### config.mk
export PLATFORM = sky130hd
export DESIGN_NAME = sgc_regs
export DESIGN_NICKNAME = d
export VERILOG_FILES = /design/src/hdl/sgc_pkg.sv /design/src/hdl/sgc_frame_policy.sv /design/src/hdl/sgc_regs.sv
export SDC_FILE = /design/constraint.sdc
export NUM_CORES = 1
export LEC_CHECK = 0
export BUFFER_PORTS_ARGS = -buffer_cell sky130_fd_sc_hd__buf_2
export CORE_MARGIN = 1
export CORE_UTILIZATION = 55
export CTS_BUF_LIST = sky130_fd_sc_hd__clkbuf_8
export CTS_CLUSTER_SIZE = 10
export DETAILED_ROUTE_END_ITERATION = 10
export PLACE_DENSITY = 0.81
export SYNTH_ARGS = -nofsm -noshare
export SYNTH_HDL_FRONTEND = slang
export SYNTH_HIERARCHICAL = 1
export SYNTH_SLANG_ARGS = --single-unit
### constraint.sdc
create_clock -name clk_sys -period 2.6 [get_ports clk_sys]
set_clock_uncertainty 0.15 [all_clocks]
set_input_delay 0.39 -clock clk_sys [delete_from_list [all_inputs] [get_ports clk_sys]]
set_output_delay 0.39 -clock clk_sys [all_outputs]
set_load 0.01 [all_outputs]
### src/hdl/sgc_pkg.sv
// Constants, register map and types of the switch global config bank
package sgc_pkg;
  // Clock rate and storm-limiting periods
  localparam int unsigned CLK_KHZ = 125000;
  localparam int unsigned PERIOD_FAST_MS = 67;
  localparam int unsigned PERIOD_SLOW_MS = 500;
  localparam int unsigned PERIOD_FAST_CYC = PERIOD_FAST_MS * CLK_KHZ;
  localparam int unsigned PERIOD_SLOW_CYC = PERIOD_SLOW_MS * CLK_KHZ;
  localparam int unsigned PERIOD_CNT_W = 26;

  // Bus widths
  localparam int unsigned ADDR_W = 8;
  localparam int unsigned DATA_W = 32;
  localparam int unsigned REG_W = 8;
  localparam int unsigned RATE_W = 11;
  localparam int unsigned RATE_HI_W = 3;
  localparam int unsigned IDX_LSB = 2;
  localparam int unsigned IDX_W = 4;

  // Register indices; byte address is four times the index
  localparam logic [IDX_W-1:0] IDX_STORM_RATE_LOW = 4'h7;
  localparam logic [IDX_W-1:0] IDX_FACTORY_TEST_A = 4'h8;
  localparam logic [IDX_W-1:0] IDX_FACTORY_TEST_B = 4'h9;
  localparam logic [IDX_W-1:0] IDX_FACTORY_TEST_C = 4'hA;
  localparam logic [IDX_W-1:0] IDX_LED_LOOPBACK = 4'hB;
  localparam logic [IDX_W-1:0] IDX_PRIO_MAP_LOW = 4'hC;
  localparam logic [IDX_W-1:0] IDX_PRIO_MAP_HIGH = 4'hD;

  // Reset values
  localparam logic [REG_W-1:0] RST_STORM_RATE_LOW = 8'h63;
  localparam logic [REG_W-1:0] RST_FACTORY_TEST_A = 8'h00;
  localparam logic [REG_W-1:0] RST_FACTORY_TEST_B = 8'h24;
  localparam logic [REG_W-1:0] RST_FACTORY_TEST_C = 8'h35;
  localparam logic [REG_W-1:0] RST_LED_LOOPBACK_FIXED = 8'h08;
  localparam logic [REG_W-1:0] RST_PRIO_MAP_LOW = 8'h50;
  localparam logic [REG_W-1:0] RST_PRIO_MAP_HIGH = 8'hFA;

  // Bit positions in led_loopback_control
  localparam int unsigned BIT_LED_MODE_SEL_HI = 7;
  localparam int unsigned BIT_ERROR_DROP = 5;
  localparam int unsigned BIT_TEST_MODE = 4;
  localparam int unsigned BIT_LOOP_POSITION_HI = 3;
  localparam int unsigned BIT_LOOP_POSITION_LO = 2;
  localparam int unsigned BIT_LED_MODE_SEL_LO = 1;
  localparam int unsigned BIT_DIRECT_FORWARD_TAG = 0;

  // Priority map layout
  localparam int unsigned PRIO_W = 2;
  localparam int unsigned PCP_W = 3;

  // AXI responses
  localparam logic [1:0] RESP_OKAY = 2'h0;
  localparam logic [1:0] RESP_SLVERR = 2'h2;

  typedef enum logic [1:0] {
    SGC_SITE_COPPER,
    SGC_SITE_MAC,
    SGC_SITE_OPTICAL
  } sgc_loop_site_t;
endpackage

### src/hdl/sgc_frame_policy.sv
// Per-frame loopback drop decision and 802.1p priority class lookup
`timescale 1ns/10ps
`default_nettype none
module sgc_frame_policy
  import sgc_pkg::*;
(
  input wire logic clk_sys,
  input wire logic rst_n,
  input wire logic error_drop,
  input wire logic [2*REG_W-1:0] prio_map,
  input wire logic frame_done,
  input wire logic frame_oam,
  input wire logic frame_error,
  input wire logic tag_valid,
  input wire logic [PCP_W-1:0] tag_pcp,
  output logic loop_keep,
  output logic loop_drop,
  output logic prio_valid,
  output logic [PRIO_W-1:0] prio_class
);

  // OAM never loops back; errored frames only when dropping is on
  always_ff @(posedge clk_sys) begin
    if (!rst_n) begin
      loop_keep <= 1'b0;
      loop_drop <= 1'b0;
    end else begin
      loop_drop <= frame_done & (frame_oam | (frame_error & error_drop));
      loop_keep <= frame_done & ~frame_oam & ~(frame_error & error_drop);
    end
  end

  always_ff @(posedge clk_sys) begin
    if (!rst_n) begin
      prio_valid <= 1'b0;
      prio_class <= '0;
    end else begin
      prio_valid <= tag_valid;
      if (tag_valid) begin
        prio_class <= prio_map[tag_pcp*PRIO_W +: PRIO_W];
      end
    end
  end

  drop_policy_a: assert property (@(posedge clk_sys) disable iff (!rst_n)
    frame_done |=> loop_drop == ($past(frame_oam) |
      ($past(frame_error) & $past(error_drop))) && (loop_keep != loop_drop))
    else $error("loopback drop decision wrong");

  prio_lookup_a: assert property (@(posedge clk_sys) disable iff (!rst_n)
    tag_valid |=> prio_valid &&
      prio_class == $past(prio_map[tag_pcp*PRIO_W +: PRIO_W]))
    else $error("priority class does not follow map");

endmodule
`default_nettype wire

### src/hdl/sgc_regs.sv
// Global configuration register bank with AXI4-Lite slave
//
// Overview of operation
// - Low byte forms storm count bits 7-0
// - Count bits 10-8 from preceding register
// - Period 67 ms fast, 500 ms slow
// - Storm rate low resets to 0x63
// - LED mode from control bits 7 and 1
// - LED select bits load from straps
// - Error-drop set: drop OAM and bad frames
// - Error-drop clear: drop OAM frames only
// - Loop position: copper, MAC, or optical
// - Low position bit overrides high bit
// - Error-drop bit resets from its strap
// - Bit 0 enables direct-forward tag mode
// - Tag value selects two-bit priority class
// - Map registers hold tags 0-3, 4-7
// - Map reset: 00,00,01,01,10,10,11,11
//
// Local design decision: the AXI4-Lite register port.
`timescale 1ns/10ps
`default_nettype none
module sgc_regs
  import sgc_pkg::*;
#(
  parameter int unsigned PERIOD_FAST = PERIOD_FAST_CYC,
  parameter int unsigned PERIOD_SLOW = PERIOD_SLOW_CYC
) (
  input wire logic clk_sys,
  input wire logic rst_n,
  // AXI4-Lite slave
  input wire logic [ADDR_W-1:0] s_axi_awaddr,
  input wire logic s_axi_awvalid,
  output logic s_axi_awready,
  input wire logic [DATA_W-1:0] s_axi_wdata,
  input wire logic [DATA_W/8-1:0] s_axi_wstrb,
  input wire logic s_axi_wvalid,
  output logic s_axi_wready,
  output logic [1:0] s_axi_bresp,
  output logic s_axi_bvalid,
  input wire logic s_axi_bready,
  input wire logic [ADDR_W-1:0] s_axi_araddr,
  input wire logic s_axi_arvalid,
  output logic s_axi_arready,
  output logic [DATA_W-1:0] s_axi_rdata,
  output logic [1:0] s_axi_rresp,
  output logic s_axi_rvalid,
  input wire logic s_axi_rready,
  // Strap pins, sampled while reset is held
  input wire logic led_mode_sel_hi_strap,
  input wire logic led_mode_sel_lo_strap,
  input wire logic error_drop_strap,
  input wire logic loop_position_strap,
  // Upper storm-rate bits from the preceding register
  input wire logic [RATE_HI_W-1:0] storm_rate_high,
  input wire logic port_speed_100,
  // Frame side
  input wire logic frame_done,
  input wire logic frame_oam,
  input wire logic frame_error,
  input wire logic tag_valid,
  input wire logic [PCP_W-1:0] tag_pcp,
  // Configuration outputs
  output logic [RATE_W-1:0] storm_rate_count,
  output logic storm_period_tick,
  output logic [1:0] led_mode_sel,
  output logic test_mode,
  output sgc_loop_site_t loop_site,
  output logic error_drop,
  output logic direct_forward_tag_mode,
  output logic loop_keep,
  output logic loop_drop,
  output logic prio_valid,
  output logic [PRIO_W-1:0] prio_class
);

  logic [REG_W-1:0] storm_rate_low;
  logic [REG_W-1:0] factory_test_a;
  logic [REG_W-1:0] factory_test_b;
  logic [REG_W-1:0] factory_test_c;
  logic [REG_W-1:0] led_loopback_control;
  logic [REG_W-1:0] priority_map_low_tags;
  logic [REG_W-1:0] priority_map_high_tags;
  logic [ADDR_W-1:0] wr_addr;
  logic [REG_W-1:0] wr_data;
  logic wr_strb;
  logic wr_fire;
  logic [PERIOD_CNT_W-1:0] period_cnt;
  logic [PERIOD_CNT_W-1:0] period_limit;
  logic speed_prev;

  function automatic logic [IDX_W-1:0] addr_index(
    input logic [ADDR_W-1:0] a
  );
    return a[IDX_LSB +: IDX_W];
  endfunction

  function automatic logic addr_hit(input logic [ADDR_W-1:0] a);
    logic [IDX_W-1:0] idx;
    idx = addr_index(a);
    return (a[IDX_LSB-1:0] == '0) && (a[ADDR_W-1:IDX_LSB+IDX_W] == '0) &&
      (idx >= IDX_STORM_RATE_LOW) && (idx <= IDX_PRIO_MAP_HIGH);
  endfunction

  function automatic logic wr_to(input logic [IDX_W-1:0] idx);
    return wr_fire && wr_strb && addr_hit(wr_addr) &&
      (addr_index(wr_addr) == idx);
  endfunction

  // Write channel: address and data taken in either order
  assign wr_fire = !s_axi_awready && !s_axi_wready && !s_axi_bvalid;

  always_ff @(posedge clk_sys) begin
    if (!rst_n) begin
      s_axi_awready <= 1'b1;
      s_axi_wready <= 1'b1;
      s_axi_bvalid <= 1'b0;
      s_axi_bresp <= RESP_OKAY;
      wr_addr <= '0;
      wr_data <= '0;
      wr_strb <= 1'b0;
    end else begin
      if (s_axi_awvalid && s_axi_awready) begin
        wr_addr <= s_axi_awaddr;
        s_axi_awready <= 1'b0;
      end
      if (s_axi_wvalid && s_axi_wready) begin
        wr_data <= s_axi_wdata[REG_W-1:0];
        wr_strb <= s_axi_wstrb[0];
        s_axi_wready <= 1'b0;
      end
      if (wr_fire) begin
        s_axi_bvalid <= 1'b1;
        s_axi_bresp <= addr_hit(wr_addr) ? RESP_OKAY : RESP_SLVERR;
      end
      if (s_axi_bvalid && s_axi_bready) begin
        s_axi_bvalid <= 1'b0;
        s_axi_awready <= 1'b1;
        s_axi_wready <= 1'b1;
      end
    end
  end

  // Read channel: data straight from the live registers
  always_ff @(posedge clk_sys) begin
    if (!rst_n) begin
      s_axi_arready <= 1'b1;
      s_axi_rvalid <= 1'b0;
      s_axi_rdata <= '0;
      s_axi_rresp <= RESP_OKAY;
    end else begin
      if (s_axi_arvalid && s_axi_arready) begin
        s_axi_arready <= 1'b0;
        s_axi_rvalid <= 1'b1;
        s_axi_rresp <= addr_hit(s_axi_araddr) ? RESP_OKAY : RESP_SLVERR;
        case (addr_index(s_axi_araddr))
          IDX_STORM_RATE_LOW: s_axi_rdata <= DATA_W'(storm_rate_low);
          IDX_FACTORY_TEST_A: s_axi_rdata <= DATA_W'(factory_test_a);
          IDX_FACTORY_TEST_B: s_axi_rdata <= DATA_W'(factory_test_b);
          IDX_FACTORY_TEST_C: s_axi_rdata <= DATA_W'(factory_test_c);
          IDX_LED_LOOPBACK: s_axi_rdata <= DATA_W'(led_loopback_control);
          IDX_PRIO_MAP_LOW: s_axi_rdata <= DATA_W'(priority_map_low_tags);
          IDX_PRIO_MAP_HIGH: s_axi_rdata <= DATA_W'(priority_map_high_tags);
          default: s_axi_rdata <= '0;
        endcase
        if (!addr_hit(s_axi_araddr)) begin
          s_axi_rdata <= '0;
        end
      end
      if (s_axi_rvalid && s_axi_rready) begin
        s_axi_rvalid <= 1'b0;
        s_axi_arready <= 1'b1;
      end
    end
  end

  // Storm rate and factory test registers
  always_ff @(posedge clk_sys) begin
    if (!rst_n) begin
      storm_rate_low <= RST_STORM_RATE_LOW;
      factory_test_a <= RST_FACTORY_TEST_A;
      factory_test_b <= RST_FACTORY_TEST_B;
      factory_test_c <= RST_FACTORY_TEST_C;
    end else begin
      if (wr_to(IDX_STORM_RATE_LOW)) begin
        storm_rate_low <= wr_data;
      end
      // Kept only as storage; writes are accepted though discouraged
      if (wr_to(IDX_FACTORY_TEST_A)) begin
        factory_test_a <= wr_data;
      end
      if (wr_to(IDX_FACTORY_TEST_B)) begin
        factory_test_b <= wr_data;
      end
      if (wr_to(IDX_FACTORY_TEST_C)) begin
        factory_test_c <= wr_data;
      end
    end
  end

  // LED and loopback control; reset is synchronous so straps are legal
  always_ff @(posedge clk_sys) begin
    if (!rst_n) begin
      led_loopback_control <= RST_LED_LOOPBACK_FIXED;
      led_loopback_control[BIT_LED_MODE_SEL_HI] <= led_mode_sel_hi_strap;
      led_loopback_control[BIT_LED_MODE_SEL_LO] <= led_mode_sel_lo_strap;
      led_loopback_control[BIT_ERROR_DROP] <= error_drop_strap;
      led_loopback_control[BIT_LOOP_POSITION_LO] <= loop_position_strap;
    end else if (wr_to(IDX_LED_LOOPBACK)) begin
      led_loopback_control <= wr_data;
    end
  end

  // Priority maps
  always_ff @(posedge clk_sys) begin
    if (!rst_n) begin
      priority_map_low_tags <= RST_PRIO_MAP_LOW;
      priority_map_high_tags <= RST_PRIO_MAP_HIGH;
    end else begin
      if (wr_to(IDX_PRIO_MAP_LOW)) begin
        priority_map_low_tags <= wr_data;
      end
      if (wr_to(IDX_PRIO_MAP_HIGH)) begin
        priority_map_high_tags <= wr_data;
      end
    end
  end

  assign led_mode_sel = {led_loopback_control[BIT_LED_MODE_SEL_HI],
    led_loopback_control[BIT_LED_MODE_SEL_LO]};
  assign error_drop = led_loopback_control[BIT_ERROR_DROP];
  // Exposed so the test logic outside can honour it
  assign test_mode = led_loopback_control[BIT_TEST_MODE];
  assign direct_forward_tag_mode =
    led_loopback_control[BIT_DIRECT_FORWARD_TAG];

  // Decoded loopback site lags the register by one cycle
  always_ff @(posedge clk_sys) begin
    if (!rst_n) begin
      loop_site <= SGC_SITE_MAC;
    end else if (led_loopback_control[BIT_LOOP_POSITION_LO]) begin
      loop_site <= SGC_SITE_OPTICAL;
    end else if (led_loopback_control[BIT_LOOP_POSITION_HI]) begin
      loop_site <= SGC_SITE_MAC;
    end else begin
      loop_site <= SGC_SITE_COPPER;
    end
  end

  // Storm budget count
  always_ff @(posedge clk_sys) begin
    if (!rst_n) begin
      storm_rate_count <= '0;
    end else begin
      storm_rate_count <= {storm_rate_high, storm_rate_low};
    end
  end

  // Limiting period; a speed change restarts it
  assign period_limit = port_speed_100 ?
    PERIOD_CNT_W'(PERIOD_FAST - 1) : PERIOD_CNT_W'(PERIOD_SLOW - 1);

  always_ff @(posedge clk_sys) begin
    if (!rst_n) begin
      period_cnt <= '0;
      speed_prev <= 1'b0;
      storm_period_tick <= 1'b0;
    end else begin
      speed_prev <= port_speed_100;
      storm_period_tick <= (period_cnt == period_limit) &&
        (speed_prev == port_speed_100);
      if ((period_cnt == period_limit) || (speed_prev != port_speed_100)) begin
        period_cnt <= '0;
      end else begin
        period_cnt <= period_cnt + 1'b1;
      end
    end
  end

  sgc_frame_policy u_policy (
    .clk_sys(clk_sys),
    .rst_n(rst_n),
    .error_drop(error_drop),
    .prio_map({priority_map_high_tags, priority_map_low_tags}),
    .frame_done(frame_done),
    .frame_oam(frame_oam),
    .frame_error(frame_error),
    .tag_valid(tag_valid),
    .tag_pcp(tag_pcp),
    .loop_keep(loop_keep),
    .loop_drop(loop_drop),
    .prio_valid(prio_valid),
    .prio_class(prio_class)
  );

  storm_reset_a: assert property (@(posedge clk_sys) disable iff (!rst_n)
    $rose(rst_n) |-> storm_rate_low == RST_STORM_RATE_LOW &&
      factory_test_b == RST_FACTORY_TEST_B)
    else $error("storm rate low reset value wrong");

  rate_compose_a: assert property (@(posedge clk_sys) disable iff (!rst_n)
    $rose(rst_n) ##1 1'b1 |-> storm_rate_count ==
      {$past(storm_rate_high), $past(storm_rate_low)})
    else $error("storm count not composed from both registers");

  rate_follow_a: assert property (@(posedge clk_sys) disable iff (!rst_n)
    $stable(storm_rate_high) && $stable(storm_rate_low) |=>
      storm_rate_count[RATE_W-1:REG_W] == $past(storm_rate_high, 2))
    else $error("storm count high bits wrong");

  period_tick_a: assert property (@(posedge clk_sys) disable iff (!rst_n)
    storm_period_tick |-> $past(period_cnt) == $past(period_limit) &&
      period_cnt == '0)
    else $error("storm period tick at wrong count");

  strap_load_a: assert property (@(posedge clk_sys) disable iff (!rst_n)
    $rose(rst_n) |-> led_mode_sel ==
      {$past(led_mode_sel_hi_strap), $past(led_mode_sel_lo_strap)} &&
      error_drop == $past(error_drop_strap))
    else $error("strap values not loaded at reset");

  loop_site_a: assert property (@(posedge clk_sys) disable iff (!rst_n)
    led_loopback_control[BIT_LOOP_POSITION_LO] |=>
      loop_site == SGC_SITE_OPTICAL)
    else $error("low position bit does not select optical");

  tag_mode_a: assert property (@(posedge clk_sys) disable iff (!rst_n)
    $rose(rst_n) |-> !direct_forward_tag_mode && !test_mode)
    else $error("tag mode or test bit not cleared at reset");

  prio_reset_a: assert property (@(posedge clk_sys) disable iff (!rst_n)
    $rose(rst_n) |-> priority_map_low_tags == RST_PRIO_MAP_LOW &&
      priority_map_high_tags == RST_PRIO_MAP_HIGH)
    else $error("priority map reset wrong");

  write_apply_a: assert property (@(posedge clk_sys) disable iff (!rst_n)
    wr_fire && wr_strb && addr_hit(wr_addr) &&
      addr_index(wr_addr) == IDX_LED_LOOPBACK |=>
      led_loopback_control == $past(wr_data) &&
      direct_forward_tag_mode == $past(wr_data[BIT_DIRECT_FORWARD_TAG]))
    else $error("register write not applied next cycle");

endmodule
`default_nettype wire

==> run_results.csv, run 1 <==
group,metric,value,unit
floorplanning,fp.dieArea,11510,µm²
floorplanning,start_util,0.5622,
setup_path,path_class,"flip-flop to flip-flop",
min_path,hp-start,"frame_oam",
route,post_drt_wl_per_cell,15.98,µm
min_path,whs_endpoint,"u_policy/loop_drop",
route,wl,14060,µm
power,total_power,4016,µW
route,vias,5086,
synth,synth_cell_types,61,
clock_tree,numCtsBuffers,17,
clock_tree,clkLatencyLatePin,0.44,ns
power,seqPwrFrac,0.532,
timing,setup-violations-final,0,
clock_tree,clockRootBuffer,"clkbuf_8",
setup_path,r2r_cells,4,
floorplanning,ios,139,
setup_path,reg2reg_from,"period_cnt[3]",
global_route,grt_pass1_vias,4695,
power,p_comb_frac,0.077,
timing,tns,0,ns
timing,period_needed,2.260,ns
synth,syn_inst,655,
power,p_int,3070,µW
min_path,hold_class,"input pin to flip-flop",
floorplanning,die_x,107.3,µm
timing,relSlewSlack,0.6162,
clock_tree,cts_resized,0,
floorplanning,fp-row-count,38,
run_status,outcome,"finished clean",
synth,yosysTopAreaCell,"dfxtp_1",
setup_path,crit_chain,"nand4_2, or3_1, or4_1, a211oi_2",
synth,netlist_area,6095,µm²
timing,drv_slew,0,
power,power_density,582.8,nW/µm²
final_layout,nFillCells,918,
setup_path,critPathMaxFanout,11,
timing,hold_ws,0.01314,ns
synth,synth.area.top_cells,"dfxtp_1 43%, mux2i_1 6.6%, nand2_1 3.8%, o21ai_0 3.8%, buf_4 3.6%",
route,avgViaCountPerCell,5.780,
timing,rsz0062_at_grt,"no",
synth,synth_edf_count,4,
route,dr.pass1.iters,6,
clock_tree,cts_hold_buf,2,
placed_design,hpwl,10190,µm
synth,ys_seq_elements,134,
synth,synthFlopType,"dfxtp_1",
final_layout,final_nets,804,
timing,worst_slew_pin_slew,0.5756,ns
synth,ys_warn_count,6,
route,drtAntennaViolNets,0,
setup_path,cp_slowest_cell,"or3_1",
global_route,grt_max_degree,30,
placed_design,port_buffers,85,
clock_tree,post_cts_buffers,0,
clock_tree,numClockSinks,134,
power,swShare,0.2356,
floorplanning,die_y,107.3,µm
timing,fin_ws,0.3398,ns
setup_path,cp-end-kind,"flip-flop",
timing,period_share,0.8693,
power,peakVddDrop,0.4018,mV
global_route,overflow,0,
setup_path,slowest_delay,0.58,ns
setup_path,crit_family,"simple AND/OR/NAND/NOR gates",
timing,finalHoldViolations,0,
setup_path,worstReg2RegEnd,"period_cnt[25]",
placed_design,finalWeightedCongestion,0.8632,
clock_tree,cts_tree,"yes",
floorplanning,core-area,10840,µm²
placed_design,pre_cts_ws,0.3346,ns
route,drcViolationCount,0,
setup_path,rrSetupSlack,0.34,ns
job,maxCapViolCount,0,
synth,yosysTopAreaCellShare,0.4270,
setup_path,crit_path_start_kind,"flip-flop",
min_path,whs_path_depth,3,
global_route,antenna_found_initial,0,
global_route,grt_pass1_wl,22740,µm
power,power.switching,946.3,µW
power,clkPwrFrac,0.391,
final_layout,finalNonFillerCells,880,
final_layout,area_delta_synth_final,13.08,%
placed_design,dp_cells,848,
route,drt_iter0_markers,463,
clock_tree,clockBufferDepth,2,
synth,ys_async_sr_fraction,0,
synth,avgSynthCellArea,9.305,µm²
synth,seq_area_frac_synth,0.4467,
setup_path,critPathRequiredTime,2.82,ns
setup_path,cp.arrival,2.48,ns
final_layout,antennaDiodeCount,0,
final_layout,drive_above_1_share,0.2068,
power,power.leakage,0.002723,µW
clock_tree,clkTransAtPathRegs,0.07,ns
clock_tree,cts_htree_levels,4,
timing,max_freq,0.4424,GHz
setup_path,path_buf_inv,0,
global_route,grtUsageTotal,0.2570,
==> layer usage <==
| metal | global-route usage | up-vias | share of wire |
|---|---|---|---|
| met1 | 0.3113 | 2428 | 0.43 |
| met5 | 0 | - | 0 |
| met3 | 0.05872 | 25 | 0.052 |
| met4 | 0.1292 | 0 | 0.031 |
| met2 | 0.4276 | 156 | 0.49 |
| li1 | - | 2477 | - |
==> power by group through the flow <==
stage                     registers (µW)  clock network, µW  logic [µW]
after floorplan                     2180                  0         214
after global placement              2180                  0         296
after detailed placement            2180                  0         304
after CTS                           2140               1590         308
after global routing                2140               1690         339
final                               2140               1570         309
==> flip-flops by register name (all words and copies together) (netlist names), 2 cells and up <==
name and count:
wr_addr 8, period_cnt 26, factory_test_b 8, factory_test_c 8, storm_rate_count 11, wr_data 8
led_loopback_control 8, u_policy/prio_class 2, loop_site 2, priority_map_low_tags 8, storm_rate_low 8, factory_test_a 8
priority_map_high_tags 8, s_axi_rdata 8
==> cell usage after synthesis, types with 7 or more instances <==
cell type,instances
nor2_1,7
dfxtp_1,130
a21oi_1,8
o211ai_1,20
or3_1,7
nor4_1,12
mux2_2,8
a21boi_0,19
nor2b_1,10
o311ai_0,7
xnor2_1,13
inv_1,20
buf_4,29
nand4_1,8
and2_1,15
a22oi_1,8
nand3_1,33
mux2i_1,40
nand2_1,62
o21ai_0,46
a211oi_1,9
nor3_1,21
clkbuf_1,32
==> logic make-up (layout without fill, tap and decap cells) <==
group / count (synthesis) / count (layout) / synth area share
simple gates: 207 / 207 / 0.1823
compound gates: 153 / 153 / 0.1768
buf+inv: 93 / 153 / 0.08068
mux: 50 / 50 / 0.08787
flops: 134 / 134 / 0.4467
xor+xnor: 16 / 16 / 0.02299
fa+ha+maj: 1 / 1 / 0.002053
other cells: 1 / 26 / 0.0006153
==> cells in the final DEF (no fill, tap or decap), types with 4 or more instances in the layout <==
master,n
nor4_1,12
buf_2,85
o211ai_1,20
or4_1,4
nor3_1,21
o2bb2ai_1,6
and2_1,15
buf_4,15
a211oi_1,9
a211oi_2,4
nand2_1,62
a21oi_1,8
a22oi_1,8
clkbuf_8,25
dfxtp_1,130
nor2_1,7
nor2b_1,10
xnor2_1,13
nand3_1,33
or2_2,4
o31ai_1,6
a22o_1,6
mux2i_1,40
nand4_1,8
or3_1,7
edfxtp_1,4
conb_1,26
inv_1,22
o21ai_0,46
a21boi_0,19
mux2_2,8
o311ai_0,7
==> area by class of cell <==
| cell class | instances | area (µm²) | share of cell area |
|---|---|---|---|
| Clock inverter | 5 | 22.52 | 0.003268 |
| Tap cell | 140 | 175.2 | 0.02542 |
| Clock buffer | 25 | 344.1 | 0.04993 |
| Timing Repair Buffer | 103 | 578.1 | 0.08388 |
| Multi-Input combinational cell | 453 | 2974 | 0.4316 |
| Sequential cell | 134 | 2723 | 0.3951 |
| Inverter | 20 | 75.07 | 0.01089 |
==> tightest hold or removal path, stage by stage <==
cell and delay [ns]:
buf_2 0.08, a21oi_1 0.04, nor2_1 0.07
==> through the flow <==
| step | instance area [µm²] | util |
|---|---|---|
| final | 6892 | 0.6357 |
| after global routing | 6892 | 0.6357 |
| after CTS | 6892 | 0.6357 |
| after detailed placement | 6505 | 0.6001 |
| after global placement | 6505 | 0.6001 |
| after floorplan | 6188 | - |
==> how the worst max path moves through the flow <==
stage,from,to,slack (ns),cells after the start
floorplan,period_cnt[0],period_cnt[20],0.42,6
global placement,period_cnt[0],period_cnt[20],0.39,5
detailed placement,period_cnt[0],period_cnt[24],0.33,5
CTS,period_cnt[0],period_cnt[22],0.33,5
global route,period_cnt[0],period_cnt[22],0.18,5
finish,period_cnt[3],period_cnt[25],0.34,4
No activity file was read; power rests on OpenSTA's default activity.
==> run 2, diff against run 1 <==
--- a/config.mk
+++ b/config.mk
@@ -9,6 +9,7 @@
 export CORE_MARGIN = 1
 export CORE_UTILIZATION = 55
 export CTS_BUF_LIST = sky130_fd_sc_hd__clkbuf_8
+export CTS_CLUSTER_DIAMETER = 150
 export CTS_CLUSTER_SIZE = 10
 export DETAILED_ROUTE_END_ITERATION = 10
 export PLACE_DENSITY = 0.81
==> constraint.sdc (replaced) <==
create_clock -name clk_sys -period 2.76 [get_ports clk_sys]
set_clock_uncertainty 0.15 [all_clocks]
set_input_delay 0.414 -clock clk_sys [delete_from_list [all_inputs] [get_ports clk_sys]]
set_output_delay 0.414 -clock clk_sys [all_outputs]
set_load 0.01 [all_outputs]
==> run_results.csv, run 2 (synthesized netlist as in run 1, its figures left out) <==
group,metric,value,unit
route,drt_iter0_markers,587,
setup_path,cp.arrival,2.54,ns
route,wl,14370,µm
setup_path,rrSetupSlack,0.41,ns
final_layout,largest_reg_flops,26,
route,post_drt_wl_per_cell,16.41,µm
final_layout,antennaDiodeCount,0,
power,power.leakage,0.002701,µW
route,vias,5156,
clock_tree,post_cts_buffers,0,
power,power_density,546.1,nW/µm²
timing,fin_ws,0.4092,ns
setup_path,r2r_cells,4,
setup_path,crit_path_start_kind,"flip-flop",
timing,relSlewSlack,0.5988,
clock_tree,clkTransAtPathRegs,0.07,ns
timing,worst_slew_pin_slew,0.6018,ns
timing,drv_slew,0,
final_layout,area_delta_synth_final,12.15,%
final_layout,multiInputGateArea,2974,µm²
power,peakVddDrop,0.3083,mV
run_status,outcome,"finished clean",
setup_path,critPathRequiredTime,2.95,ns
min_path,hold_class,"input pin to flip-flop",
global_route,grtUsageTotal,0.2549,
clock_tree,clockRootBuffer,"clkbuf_8",
timing,period_share,0.8518,
setup_path,worstReg2RegEnd,"storm_rate_low[6]",
final_layout,final_nets,799,
placed_design,pre_cts_ws,0.4624,ns
final_layout,final_util,0.6305,
route,dr.pass1.iters,5,
clock_tree,clockBufferDepth,2,
setup_path,path_class,"flip-flop to flip-flop",
final_layout,nFillCells,901,
route,avgViaCountPerCell,5.886,
clock_tree,numCtsBuffers,17,
final_layout,reg_top3,"period_cnt: 26 flops, storm_rate_count: 11 flops",
floorplanning,ios,139,
clock_tree,clkLatencyLatePin,0.45,ns
floorplanning,core-area,10840,µm²
final_layout,finalNonFillerCells,876,
placed_design,port_buffers,85,
timing,rsz0062_at_grt,"no",
final_layout,top_register,"period_cnt",
floorplanning,fp-row-count,38,
global_route,grt_pass1_vias,4662,
setup_path,reg2reg_from,"wr_addr[0]",
floorplanning,fp.dieArea,11510,µm²
clock_tree,numClockSinks,134,
placed_design,dp_cells,844,
setup_path,startpoint,"wr_addr[0]",
setup_path,cp-end-kind,"flip-flop",
timing,period_needed,2.351,ns
job,maxCapViolCount,0,
global_route,antenna_found_initial,0,
floorplanning,start_util,0.5622,
global_route,overflow,0,
clock_tree,cts_resized,0,
floorplanning,die_y,107.3,µm
floorplanning,die_x,107.3,µm
timing,finalHoldViolations,0,
route,drcViolationCount,0,
final_layout,drive_above_1_share,0.1997,
setup_path,endpoint,"storm_rate_low[6]",
timing,max_freq,0.4254,GHz
timing,tns,0,ns
final_layout,ff_latch_area,2723,µm²
final_layout,most-common-layout-cells,"130 x dfxtp_1, 85 x buf_2, 62 x nand2_1",
timing,setup-violations-final,0,
clock_tree,cts_htree_levels,4,
placed_design,finalWeightedCongestion,0.8565,
global_route,grt_pass1_wl,22570,µm
global_route,grt_max_degree,48,
clock_tree,cts_tree,"yes",
placed_design,hpwl,10210,µm
setup_path,critPathMaxFanout,7,
final_layout,final_common_cell,"dfxtp_1",
route,drtAntennaViolNets,0,
## run 2: changes by cell type in the layout (fill, tap and decap cells not counted)
cell           previous run  this run
buf_4                    15        11
inv_1                    22        25
clkbuf_8                 25        23
dlygate4sd3_1             2         1
## run 2: area by class of cell
class | count | area share
multi-input cells | 453 | 0.4351
flip-flops and latches | 134 | 0.3983
repair buffers | 98 | 0.07871
clock buffers | 23 | 0.04631
well taps | 140 | 0.02563
inverters | 20 | 0.01098
clock inverters | 8 | 0.004942
## run 2: what timing repair did
action | CTS | global route
hold buffers | 1 | 0
hold endpoints to repair | 1 | 0
endpoints found under the setup margin | 0 | 0
## run 2: critical path: stages (launching register included)
cell and delay, ns:
dfxtp_1 0.31, nor4_1 0.52, nand4_1 0.34, or3_1 0.59, a211o_1 0.34
## run 2: report_power, final
part           internal [µW]  switching, µW
clock network            739            700
registers               1980           32.7
logic                    108            170
## run 2: worst min-delay path by stage
stage          cells after the start                endpoint  slack (ns)          startpoint
6_report                           2     storm_rate_count[9]        0.04  storm_rate_high[1]
5_1_grt                            2  u_policy/prio_class[1]        0.02           tag_valid
4_1_cts                            2  u_policy/prio_class[1]        0.01           tag_valid
3_5_place_dp                       2       factory_test_b[7]        0.30   factory_test_b[7]
3_3_place_gp                       2       factory_test_b[4]        0.29   factory_test_b[4]
2_1_floorplan                      2     storm_rate_count[7]        0.28   storm_rate_low[7]
## run 2: stage by stage
step / instance area, µm² / power (µW) / hold WS [ns]
final: 6835 / 3733 / 0.03592
after global routing: 6835 / 3881 / 0.02050
after CTS: 6835 / 3758 / 0.01302
after detailed placement: 6475 / 2335 / 0.3015
after global placement: 6475 / 2326 / 0.2929
after floorplan: 6188 / 2257 / 0.2779
## run 2: layer usage
layer | global-route usage | wire length (µm) | up-vias
li1 | - | - | 2476
met1 | 0.3061 | 5889 | 2414
met2 | 0.4171 | 6993 | 216
met3 | 0.06114 | 951 | 50
met4 | 0.1448 | 540 | 0
met5 | 0 | 0 | -
